===== config.mk =====
export PLATFORM = sky130hd
export DESIGN_NAME = timer_source_select_and_stop
export DESIGN_NICKNAME = d
export VERILOG_FILES = /design/src/hdl/timer_src_pkg.sv /design/src/hdl/timer_source_select_and_stop.sv
export SDC_FILE = /design/constraint.sdc
export NUM_CORES = 1
export LEC_CHECK = 0
export BUFFER_PORTS_ARGS = -buffer_cell sky130_fd_sc_hd__buf_2
export CORE_MARGIN = 2
export CORE_UTILIZATION = 52
export CTS_BUF_LIST = sky130_fd_sc_hd__clkbuf_8
export CTS_CLUSTER_DIAMETER = 100
export DETAILED_ROUTE_END_ITERATION = 8
export PLACE_DENSITY = 0.78
export SLEW_MARGIN = 20
export SYNTH_ARGS = -nofsm -noshare
export SYNTH_HDL_FRONTEND = slang
export SYNTH_SLANG_ARGS = --single-unit

===== constraint.sdc =====
create_clock -name sys_clk -period 1.8 [get_ports sys_clk]
set_input_delay 0.27 -clock sys_clk [delete_from_list [all_inputs] [get_ports sys_clk]]
set_output_delay 0.27 -clock sys_clk [all_outputs]
set_load 0.005 [all_outputs]

===== src/hdl/timer_src_pkg.sv =====
//
// Function
// - timer 1 primary bit: 0 picks osc/16, 1 defers to secondary bit 5
// - timer 1 secondary bit: 0 picks osc/4096, 1 picks external pin
// - timer 2 primary bit: 0 defers to bit 4, 1 picks external pin
// - timer 2 secondary bit: 0 picks osc/16, 1 picks timer 1 overflow
// - timer 5 secondary bit 6: 0 timer 2 overflow, 1 timer 4 overflow
// - timer 6 source bit: 0 osc/16, 1 timer 5 overflow
// - timers 1 and 2 halt while mode one bits 2 and 3 set
// - timers 3 to 6 halt while mode two bits 2,3,5,6 set
// - timer 3 source decoded from mode two bit 0 with the external t3AltSelect input
// - timer 4 field 00 t3 ovf, 01 osc/16, 10 osc/2, 11 sub osc
// - timer 5 primary bit 7: 0 osc/16, 1 defers to secondary bit
// - event flags set by hardware; software writes 0 to clear, 1 keeps
package timer_src_pkg;
    localparam logic [7:0] ADDR_MODE_ONE = 8'hF4;
    localparam logic [7:0] ADDR_MODE_TWO = 8'hF5;
    localparam logic [7:0] ADDR_FLAGS = 8'hF6;
    localparam logic [7:0] ADDR_MASK = 8'hF7;
    localparam logic [7:0] MODE_RESET = 8'h00;
    localparam int NUM_TIMERS = 6;
    localparam int PRESCALE_BITS = 12;
    // prescaler taps: divide by 2, 16, 4096
    localparam int TAP_DIV2 = 0;
    localparam int TAP_DIV16 = 3;
    localparam int TAP_DIV4096 = 11;

    typedef struct packed {
        logic t6SrcInternal;
        logic t5SrcSecondary;
        logic t1SrcSecondary;
        logic t2SrcSecondary;
        logic t2Halt;
        logic t1Halt;
        logic t2SrcPrimary;
        logic t1SrcPrimary;
    } mode_one_t;

    typedef struct packed {
        logic t5SrcPrimary;
        logic t6Halt;
        logic t5Halt;
        logic t4SrcHigh;
        logic t4Halt;
        logic t3Halt;
        logic t4SrcLow;
        logic t3SrcSelect;
    } mode_two_t;

    typedef struct packed {
        logic [7:0] addr;
        logic [7:0] wdata;
        logic wr;
        logic rd;
    } reg_req_t;
endpackage : timer_src_pkg


===== src/hdl/timer_source_select_and_stop.sv =====
// Design decision made here: the strobed register port.
`timescale 1ns/1ps
module timer_source_select_and_stop
    import timer_src_pkg::*;
(
    input wire logic sys_clk,
    input wire logic srst,
    input wire reg_req_t req,
    output logic [7:0] rdata,
    input wire logic extCountPin,
    input wire logic subOscTick,
    input wire logic highSpeed,
    input wire logic t3AltSelect,
    output logic [7:0] count [NUM_TIMERS],
    output logic [NUM_TIMERS-1:0] overflow,
    output logic irq
);
    // ------------------------------------------------------------
    // input synchronisers
    // ------------------------------------------------------------
    logic [1:0] pinSync;
    logic [1:0] subSync;
    logic pinLast;
    logic subLast;
    logic pinEdge;
    logic subEdge;

    always_ff @(posedge sys_clk)
    begin
        if (srst)
        begin
            pinSync <= 2'h0;
            subSync <= 2'h0;
            pinLast <= 1'b0;
            subLast <= 1'b0;
        end
        else
        begin
            pinSync <= {pinSync[0], extCountPin};
            subSync <= {subSync[0], subOscTick};
            pinLast <= pinSync[1];
            subLast <= subSync[1];
        end
    end

    assign pinEdge = pinSync[1] & ~pinLast;
    assign subEdge = subSync[1] & ~subLast;

    // ------------------------------------------------------------
    // registers
    // ------------------------------------------------------------
    mode_one_t modeOne;
    mode_two_t modeTwo;
    logic [7:0] flags;
    logic [7:0] mask;

    always_ff @(posedge sys_clk)
    begin
        if (srst)
        begin
            modeOne <= mode_one_t'(MODE_RESET);
            modeTwo <= mode_two_t'(MODE_RESET);
            mask <= 8'h00;
        end
        else if (req.wr)
        begin
            if (req.addr == ADDR_MODE_ONE)
                modeOne <= mode_one_t'(req.wdata);
            if (req.addr == ADDR_MODE_TWO)
                modeTwo <= mode_two_t'(req.wdata);
            if (req.addr == ADDR_MASK)
                mask <= {2'h0, req.wdata[5:0]};
        end
    end

    // set wins over clear, both from a write of 0 and from a read
    logic [7:0] next_flags;
    always_comb
    begin
        next_flags = flags;
        if (req.wr && req.addr == ADDR_FLAGS)
            next_flags = flags & req.wdata;
        if (req.rd && req.addr == ADDR_FLAGS)
            next_flags = 8'h00;
        next_flags = next_flags | {2'h0, overflow};
    end

    always_ff @(posedge sys_clk)
    begin
        if (srst)
            flags <= 8'h00;
        else
            flags <= next_flags;
    end

    always_ff @(posedge sys_clk)
    begin
        if (srst)
            rdata <= 8'h00;
        else if (req.rd)
        begin
            case (req.addr)
                ADDR_MODE_ONE: rdata <= modeOne;
                ADDR_MODE_TWO: rdata <= modeTwo;
                ADDR_FLAGS: rdata <= flags;
                ADDR_MASK: rdata <= mask;
                default: rdata <= 8'h00;
            endcase
        end
        else
            rdata <= 8'h00;
    end

    assign irq = |(flags & mask);

    // ------------------------------------------------------------
    // prescaler
    // ------------------------------------------------------------
    // in low speed the chain advances only on sub oscillator edges
    logic [PRESCALE_BITS-1:0] prescale;
    logic preStep;
    logic [PRESCALE_BITS-1:0] carryTick;

    assign preStep = highSpeed ? 1'b1 : subEdge;

    always_ff @(posedge sys_clk)
    begin
        if (srst)
            prescale <= '0;
        else if (preStep)
            prescale <= prescale + 1'b1;
    end

    // tick for divide by 2^(i+1): all lower bits and bit i set on a step
    genvar gi;
    generate
        for (gi = 0; gi < PRESCALE_BITS; gi++)
        begin : g_tick
            assign carryTick[gi] = preStep & (&prescale[gi:0]);
        end
    endgenerate

    logic div2;
    logic div16;
    logic div4096;
    assign div2 = carryTick[TAP_DIV2];
    assign div16 = carryTick[TAP_DIV16];
    assign div4096 = carryTick[TAP_DIV4096];

    // ------------------------------------------------------------
    // source selection
    // ------------------------------------------------------------
    logic [NUM_TIMERS-1:0] tick;
    logic [NUM_TIMERS-1:0] halt;
    logic t1Second;
    logic t2Second;
    logic t5Second;

    assign t1Second = modeOne.t1SrcSecondary ? pinEdge : div4096;
    assign t2Second = modeOne.t2SrcSecondary ? overflow[0] : div16;
    assign t5Second = modeOne.t5SrcSecondary ? overflow[3] : overflow[1];

    always_comb
    begin
        tick[0] = modeOne.t1SrcPrimary ? t1Second : div16;
        tick[1] = modeOne.t2SrcPrimary ? pinEdge : t2Second;
        // timer 3: with the companion bit set, bit 0 picks the pin or timer 2 overflow, else bit 0 picks osc/16 or /4096
        case ({t3AltSelect, modeTwo.t3SrcSelect})
            2'b00: tick[2] = div16;
            2'b01: tick[2] = div4096;
            2'b10: tick[2] = pinEdge;
            2'b11: tick[2] = overflow[1];
            default: tick[2] = 1'b0;
        endcase
        case ({modeTwo.t4SrcHigh, modeTwo.t4SrcLow})
            2'b00: tick[3] = overflow[2];
            2'b01: tick[3] = div16;
            2'b10: tick[3] = div2;
            2'b11: tick[3] = subEdge;
            default: tick[3] = 1'b0;
        endcase
        tick[4] = modeTwo.t5SrcPrimary ? t5Second : div16;
        tick[5] = modeOne.t6SrcInternal ? overflow[4] : div16;
    end

    assign halt = {modeTwo.t6Halt, modeTwo.t5Halt, modeTwo.t4Halt, modeTwo.t3Halt,
                   modeOne.t2Halt, modeOne.t1Halt};

    // ------------------------------------------------------------
    // counters
    // ------------------------------------------------------------
    // overflow is a registered pulse, so a cascade lags its source by a cycle
    generate
        for (gi = 0; gi < NUM_TIMERS; gi++)
        begin : g_timer
            always_ff @(posedge sys_clk)
            begin
                if (srst)
                begin
                    count[gi] <= 8'h00;
                    overflow[gi] <= 1'b0;
                end
                else
                begin
                    overflow[gi] <= 1'b0;
                    if (tick[gi] && !halt[gi])
                    begin
                        count[gi] <= count[gi] + 8'h01;
                        overflow[gi] <= (count[gi] == 8'hFF);
                    end
                end
            end

            property p_halt_hold;
                @(posedge sys_clk) disable iff (srst)
                    halt[gi] && $past(halt[gi]) |-> $stable(count[gi]);
            endproperty
            a_halt_hold: assert property (p_halt_hold)
                else $error("halted timer changed count");

            property p_ovf_wrap;
                @(posedge sys_clk) disable iff (srst)
                    overflow[gi] |-> count[gi] == 8'h00 && $past(count[gi]) == 8'hFF;
            endproperty
            a_ovf_wrap: assert property (p_ovf_wrap)
                else $error("overflow without wrap");

            property p_flag_set;
                @(posedge sys_clk) disable iff (srst)
                    overflow[gi] |=> flags[gi];
            endproperty
            a_flag_set: assert property (p_flag_set)
                else $error("overflow did not set flag");
        end
    endgenerate

    // ------------------------------------------------------------
    // checks
    // ------------------------------------------------------------
    property p_t1_div16;
        @(posedge sys_clk) disable iff (srst)
            !modeOne.t1SrcPrimary && !modeOne.t1Halt && div16 |=> count[0] != $past(count[0]);
    endproperty
    a_t1_div16: assert property (p_t1_div16)
        else $error("timer 1 missed osc/16 tick");

    property p_t1_pin;
        @(posedge sys_clk) disable iff (srst)
            modeOne.t1SrcPrimary && modeOne.t1SrcSecondary && !modeOne.t1Halt && !pinEdge
            |=> count[0] == $past(count[0]);
    endproperty
    a_t1_pin: assert property (p_t1_pin)
        else $error("timer 1 counted without pin edge");

    property p_t2_pin;
        @(posedge sys_clk) disable iff (srst)
            modeOne.t2SrcPrimary && !modeOne.t2Halt && pinEdge |=> count[1] != $past(count[1]);
    endproperty
    a_t2_pin: assert property (p_t2_pin)
        else $error("timer 2 missed pin edge");

    property p_t2_cascade;
        @(posedge sys_clk) disable iff (srst)
            !modeOne.t2SrcPrimary && modeOne.t2SrcSecondary && !modeOne.t2Halt && overflow[0]
            |=> count[1] != $past(count[1]);
    endproperty
    a_t2_cascade: assert property (p_t2_cascade)
        else $error("timer 2 missed timer 1 overflow");

    // both branches of the timer 5 secondary select are spelled out on their own
    property p_t5_cascade;
        @(posedge sys_clk) disable iff (srst)
            modeTwo.t5SrcPrimary && !modeTwo.t5Halt
            && ((modeOne.t5SrcSecondary && overflow[3]) || (!modeOne.t5SrcSecondary && overflow[1]))
            |=> count[4] != $past(count[4]);
    endproperty
    a_t5_cascade: assert property (p_t5_cascade)
        else $error("timer 5 missed selected overflow");

    property p_t3_pin;
        @(posedge sys_clk) disable iff (srst)
            t3AltSelect && !modeTwo.t3SrcSelect && !modeTwo.t3Halt && pinEdge
            |=> count[2] != $past(count[2]);
    endproperty
    a_t3_pin: assert property (p_t3_pin)
        else $error("timer 3 missed pin edge");

    property p_t6_cascade;
        @(posedge sys_clk) disable iff (srst)
            modeOne.t6SrcInternal && !modeTwo.t6Halt && overflow[4] |=> count[5] != $past(count[5]);
    endproperty
    a_t6_cascade: assert property (p_t6_cascade)
        else $error("timer 6 missed timer 5 overflow");

    property p_t4_sub;
        @(posedge sys_clk) disable iff (srst)
            modeTwo.t4SrcHigh && modeTwo.t4SrcLow && !modeTwo.t4Halt && subEdge
            |=> count[3] != $past(count[3]);
    endproperty
    a_t4_sub: assert property (p_t4_sub)
        else $error("timer 4 missed sub osc edge");

    property p_flag_keep;
        @(posedge sys_clk) disable iff (srst)
            req.wr && req.addr == ADDR_FLAGS && !req.rd
            |=> (flags & ~$past(flags | {2'h0, overflow})) == 8'h00;
    endproperty
    a_flag_keep: assert property (p_flag_keep)
        else $error("written one set a flag");
endmodule : timer_source_select_and_stop


==> flow_summary.toml <==
[floorplanning]
die_h_um = 101
design.core.area_sq_um = 9150
chipWidth_um = 101
die_area_sq_um = 10100
fp-row-count = 35
io_pins = 87
initial_core_util_pct = 52.9

[placement]
pre_cts_slack_ps = -132
gp_congestion = 0.860
port_buffers = 86
dpl.cell_count = 738
hpwl_um = 8160
postPlaceCellArea_sq_um = 5640

[yosys]
postSynthCellCount = 524
ys_async_sr_fraction_pct = 0
netlist.area_leader.share_pct = 45.5
synth-seq-cells = 110
synth_area_leaders = "dfxtp_1 45%, mux2i_1 6.2%, nor2_1 5.3%"
synth_edf_count = 0
yosysSeqAreaShare_pct = 45.5
syn_nets = 555
yosysUniqueCellTypes = 57
syn_area_sq_um = 4840
syn_avg_cell_area_sq_um = 9.25
yosysTopAreaCell = "dfxtp_1"
synth_commonest_cells = "110 x dfxtp_1, 69 x nor2_1, 34 x a21oi_1"
synth.most_common_cell = "dfxtp_1"
synthFlopType = "dfxtp_1"
yosys_warnings = 0

[worst_setup_path]
crit_fanout = 8
reg2reg_depth = 7
start_kind = "register"
crit_arrival_ps = 2150
required_ps = 2100
criticalPathCategory = "reg2reg"
endpoint_kind = "register"

[finish]
final_cells = 763
drive_gt1_share_pct = 33.0
diodes = 0
design_area_sq_um = 6190
fin_nets = 679
utilization_pct = 67.7
syn2layout_area_growth_pct = 27.9

[clocking]
cts_tree = "yes"
cts_buffers = 9
clockRootBuffer = "clkbuf_8"
hold_buffers = 0
htree_num_levels = 3
cts_buffer_depth = 2
clock-sinks = 110
clock_latency_ps = 360
clk_pin_slew_ps = 100

[timing]
rsz0062_at_grt = "true"
max_slew_margin_pct = 65.2
report.final.slew_viol_count = 0
finalClockSkew_ps = 11.5
worstMarginPinSlew_ps = 522
timing.fmax_ghz = 0.541
fin_crit_sh_pct = 103
whs_ps = 119
fin_ws_ps = -48.1
hold_violations = 0
finalSetupViolations = 6
fin_crit_ps = 1850

[global_routing]
antenna_found_initial = 0
grt_pass1_vias = 4080
grt_pass1_wl_um = 19200
globalRouteOverflowTotal = 0
grt_start_max_net_pins = 43
grt_util_all_layers_pct = 23.4

[hold_path]
worstHoldPathCells = 2
hold_class = "in2reg"

[pwr]
power_density_nw_per_um2 = 639
leakagePower_nw = 2.47
ir_worst_vdd_v = 0.000410

[route]
viasPerCell = 5.79
drt-total-wl_um = 12000
vias = 4421
wire_per_inst_um = 15.8
antenna_left = 0
drtPass1Iterations = 5
drt-initial-drc-count = 232
route.detailed.drc = 0

[run_status]
violations = "negative setup slack"
status = "finished with violations"

[run]
maxCapViolCount = 0
where the power goes:
part,internal [W],switching (W)
Sequential,0.00245,0.00000969
Combinational,0.0000749,0.000104
Clock,0.000491,0.000831
worst paths after layout:
path,from,endpoint,slack [ps]
max,prescale[0]$_SDFFE_PP0N_,count[34]$_SDFFE_PP0P_,-50
min,subOscTick,subSync[0]$_SDFF_PP0_,120
max reg2reg,prescale[0]$_SDFFE_PP0N_,count[34]$_SDFFE_PP0P_,-50
min reg2reg,subSync[0]$_SDFF_PP0_,subSync[1]$_SDFF_PP0_,450
stage by stage:
stage | total power, W | setup TNS (ps)
after floorplan | 0.00260 | 0
after global placement | 0.00267 | -246
after detailed placement | 0.00267 | -1110
after CTS | 0.00394 | -448
after global routing | 0.00408 | -1020
final | 0.00396 | -142
state kept, by name, summed over array words and instances, names as in the netlist:
signal and count:
flags 8, pinSync 2, rdata 8, mask 6, halt 6, subLast 1
modeTwo 4, modeOne 6, pinLast 1, count 48, subSync 2, prescale 12
overflow 6
worst max-delay path, stage by stage (launching register included):
cell,delay [ps]
dfxtp_2,360
ha_4,140
and3_4,210
o21ai_2,70
o41a_1,390
buf_6,170
or3_4,330
a21oi_2,120
area by class of cell:
class	instances	area (sq um)
repair buffers	135	861
fillers	682	2960
flip-flops and latches	110	2210
multi-input cells	370	2740
clock buffers	9	124
clock inverters	6	40.0
inverters	22	82.6
well taps	111	139
per-layer routing:
metal	share of wire (%)	vias to the layer above	global-route usage [%]
met1	44	2142	32.0
met4	1.2	0	6.95
li1	-	2133	-
met3	4.9	16	3.33
met5	0	-	0
met2	50	130	38.7
placed cells by master (no fill, tap or decap), types with 3 or more instances in the layout:
cell type   count
a211oi_2        3
a21oi_1        23
a21oi_2        11
a22oi_1         3
buf_2          86
buf_4          37
buf_6           9
clkbuf_8        9
clkinvlp_4      4
dfxtp_1       105
dfxtp_2         5
ha_1            6
inv_1          22
mux2i_1        30
mux4_2          6
nand2_1        25
nand2b_1        4
nand3_1        20
nand4_1         8
nor2_1         69
nor2b_1        15
nor4_1          4
o2111ai_1       3
o21ai_0        22
o21ai_1         4
o22ai_1         6
o31ai_1         9
o31ai_2         3
or3_1           9
or3_4           5
or4_1           7
or4_4           4
xnor2_1        13
xor2_1         13
cells by family (layout without fill, tap and decap cells):
family	Yosys count	count (layout)	share of synthesized area [%]
adders and majority gates	7	7	1.81
xor gates and xnor gates	26	26	4.70
muxes	38	38	9.45
AOI/OAI and AO/OA	107	107	14.2
DFF	110	110	45.5
and+or+nand+nor	192	192	20.6
buffers and inverters	44	172	3.77
timing repair:
action                                  CTS  global route
pin swaps                                34            19
cloned                                    1             0
endpoints found under the setup margin   22            38
gates resized for setup                  25            43
setup buffers                             7             2
No activity file was read; power rests on OpenSTA's default activity.
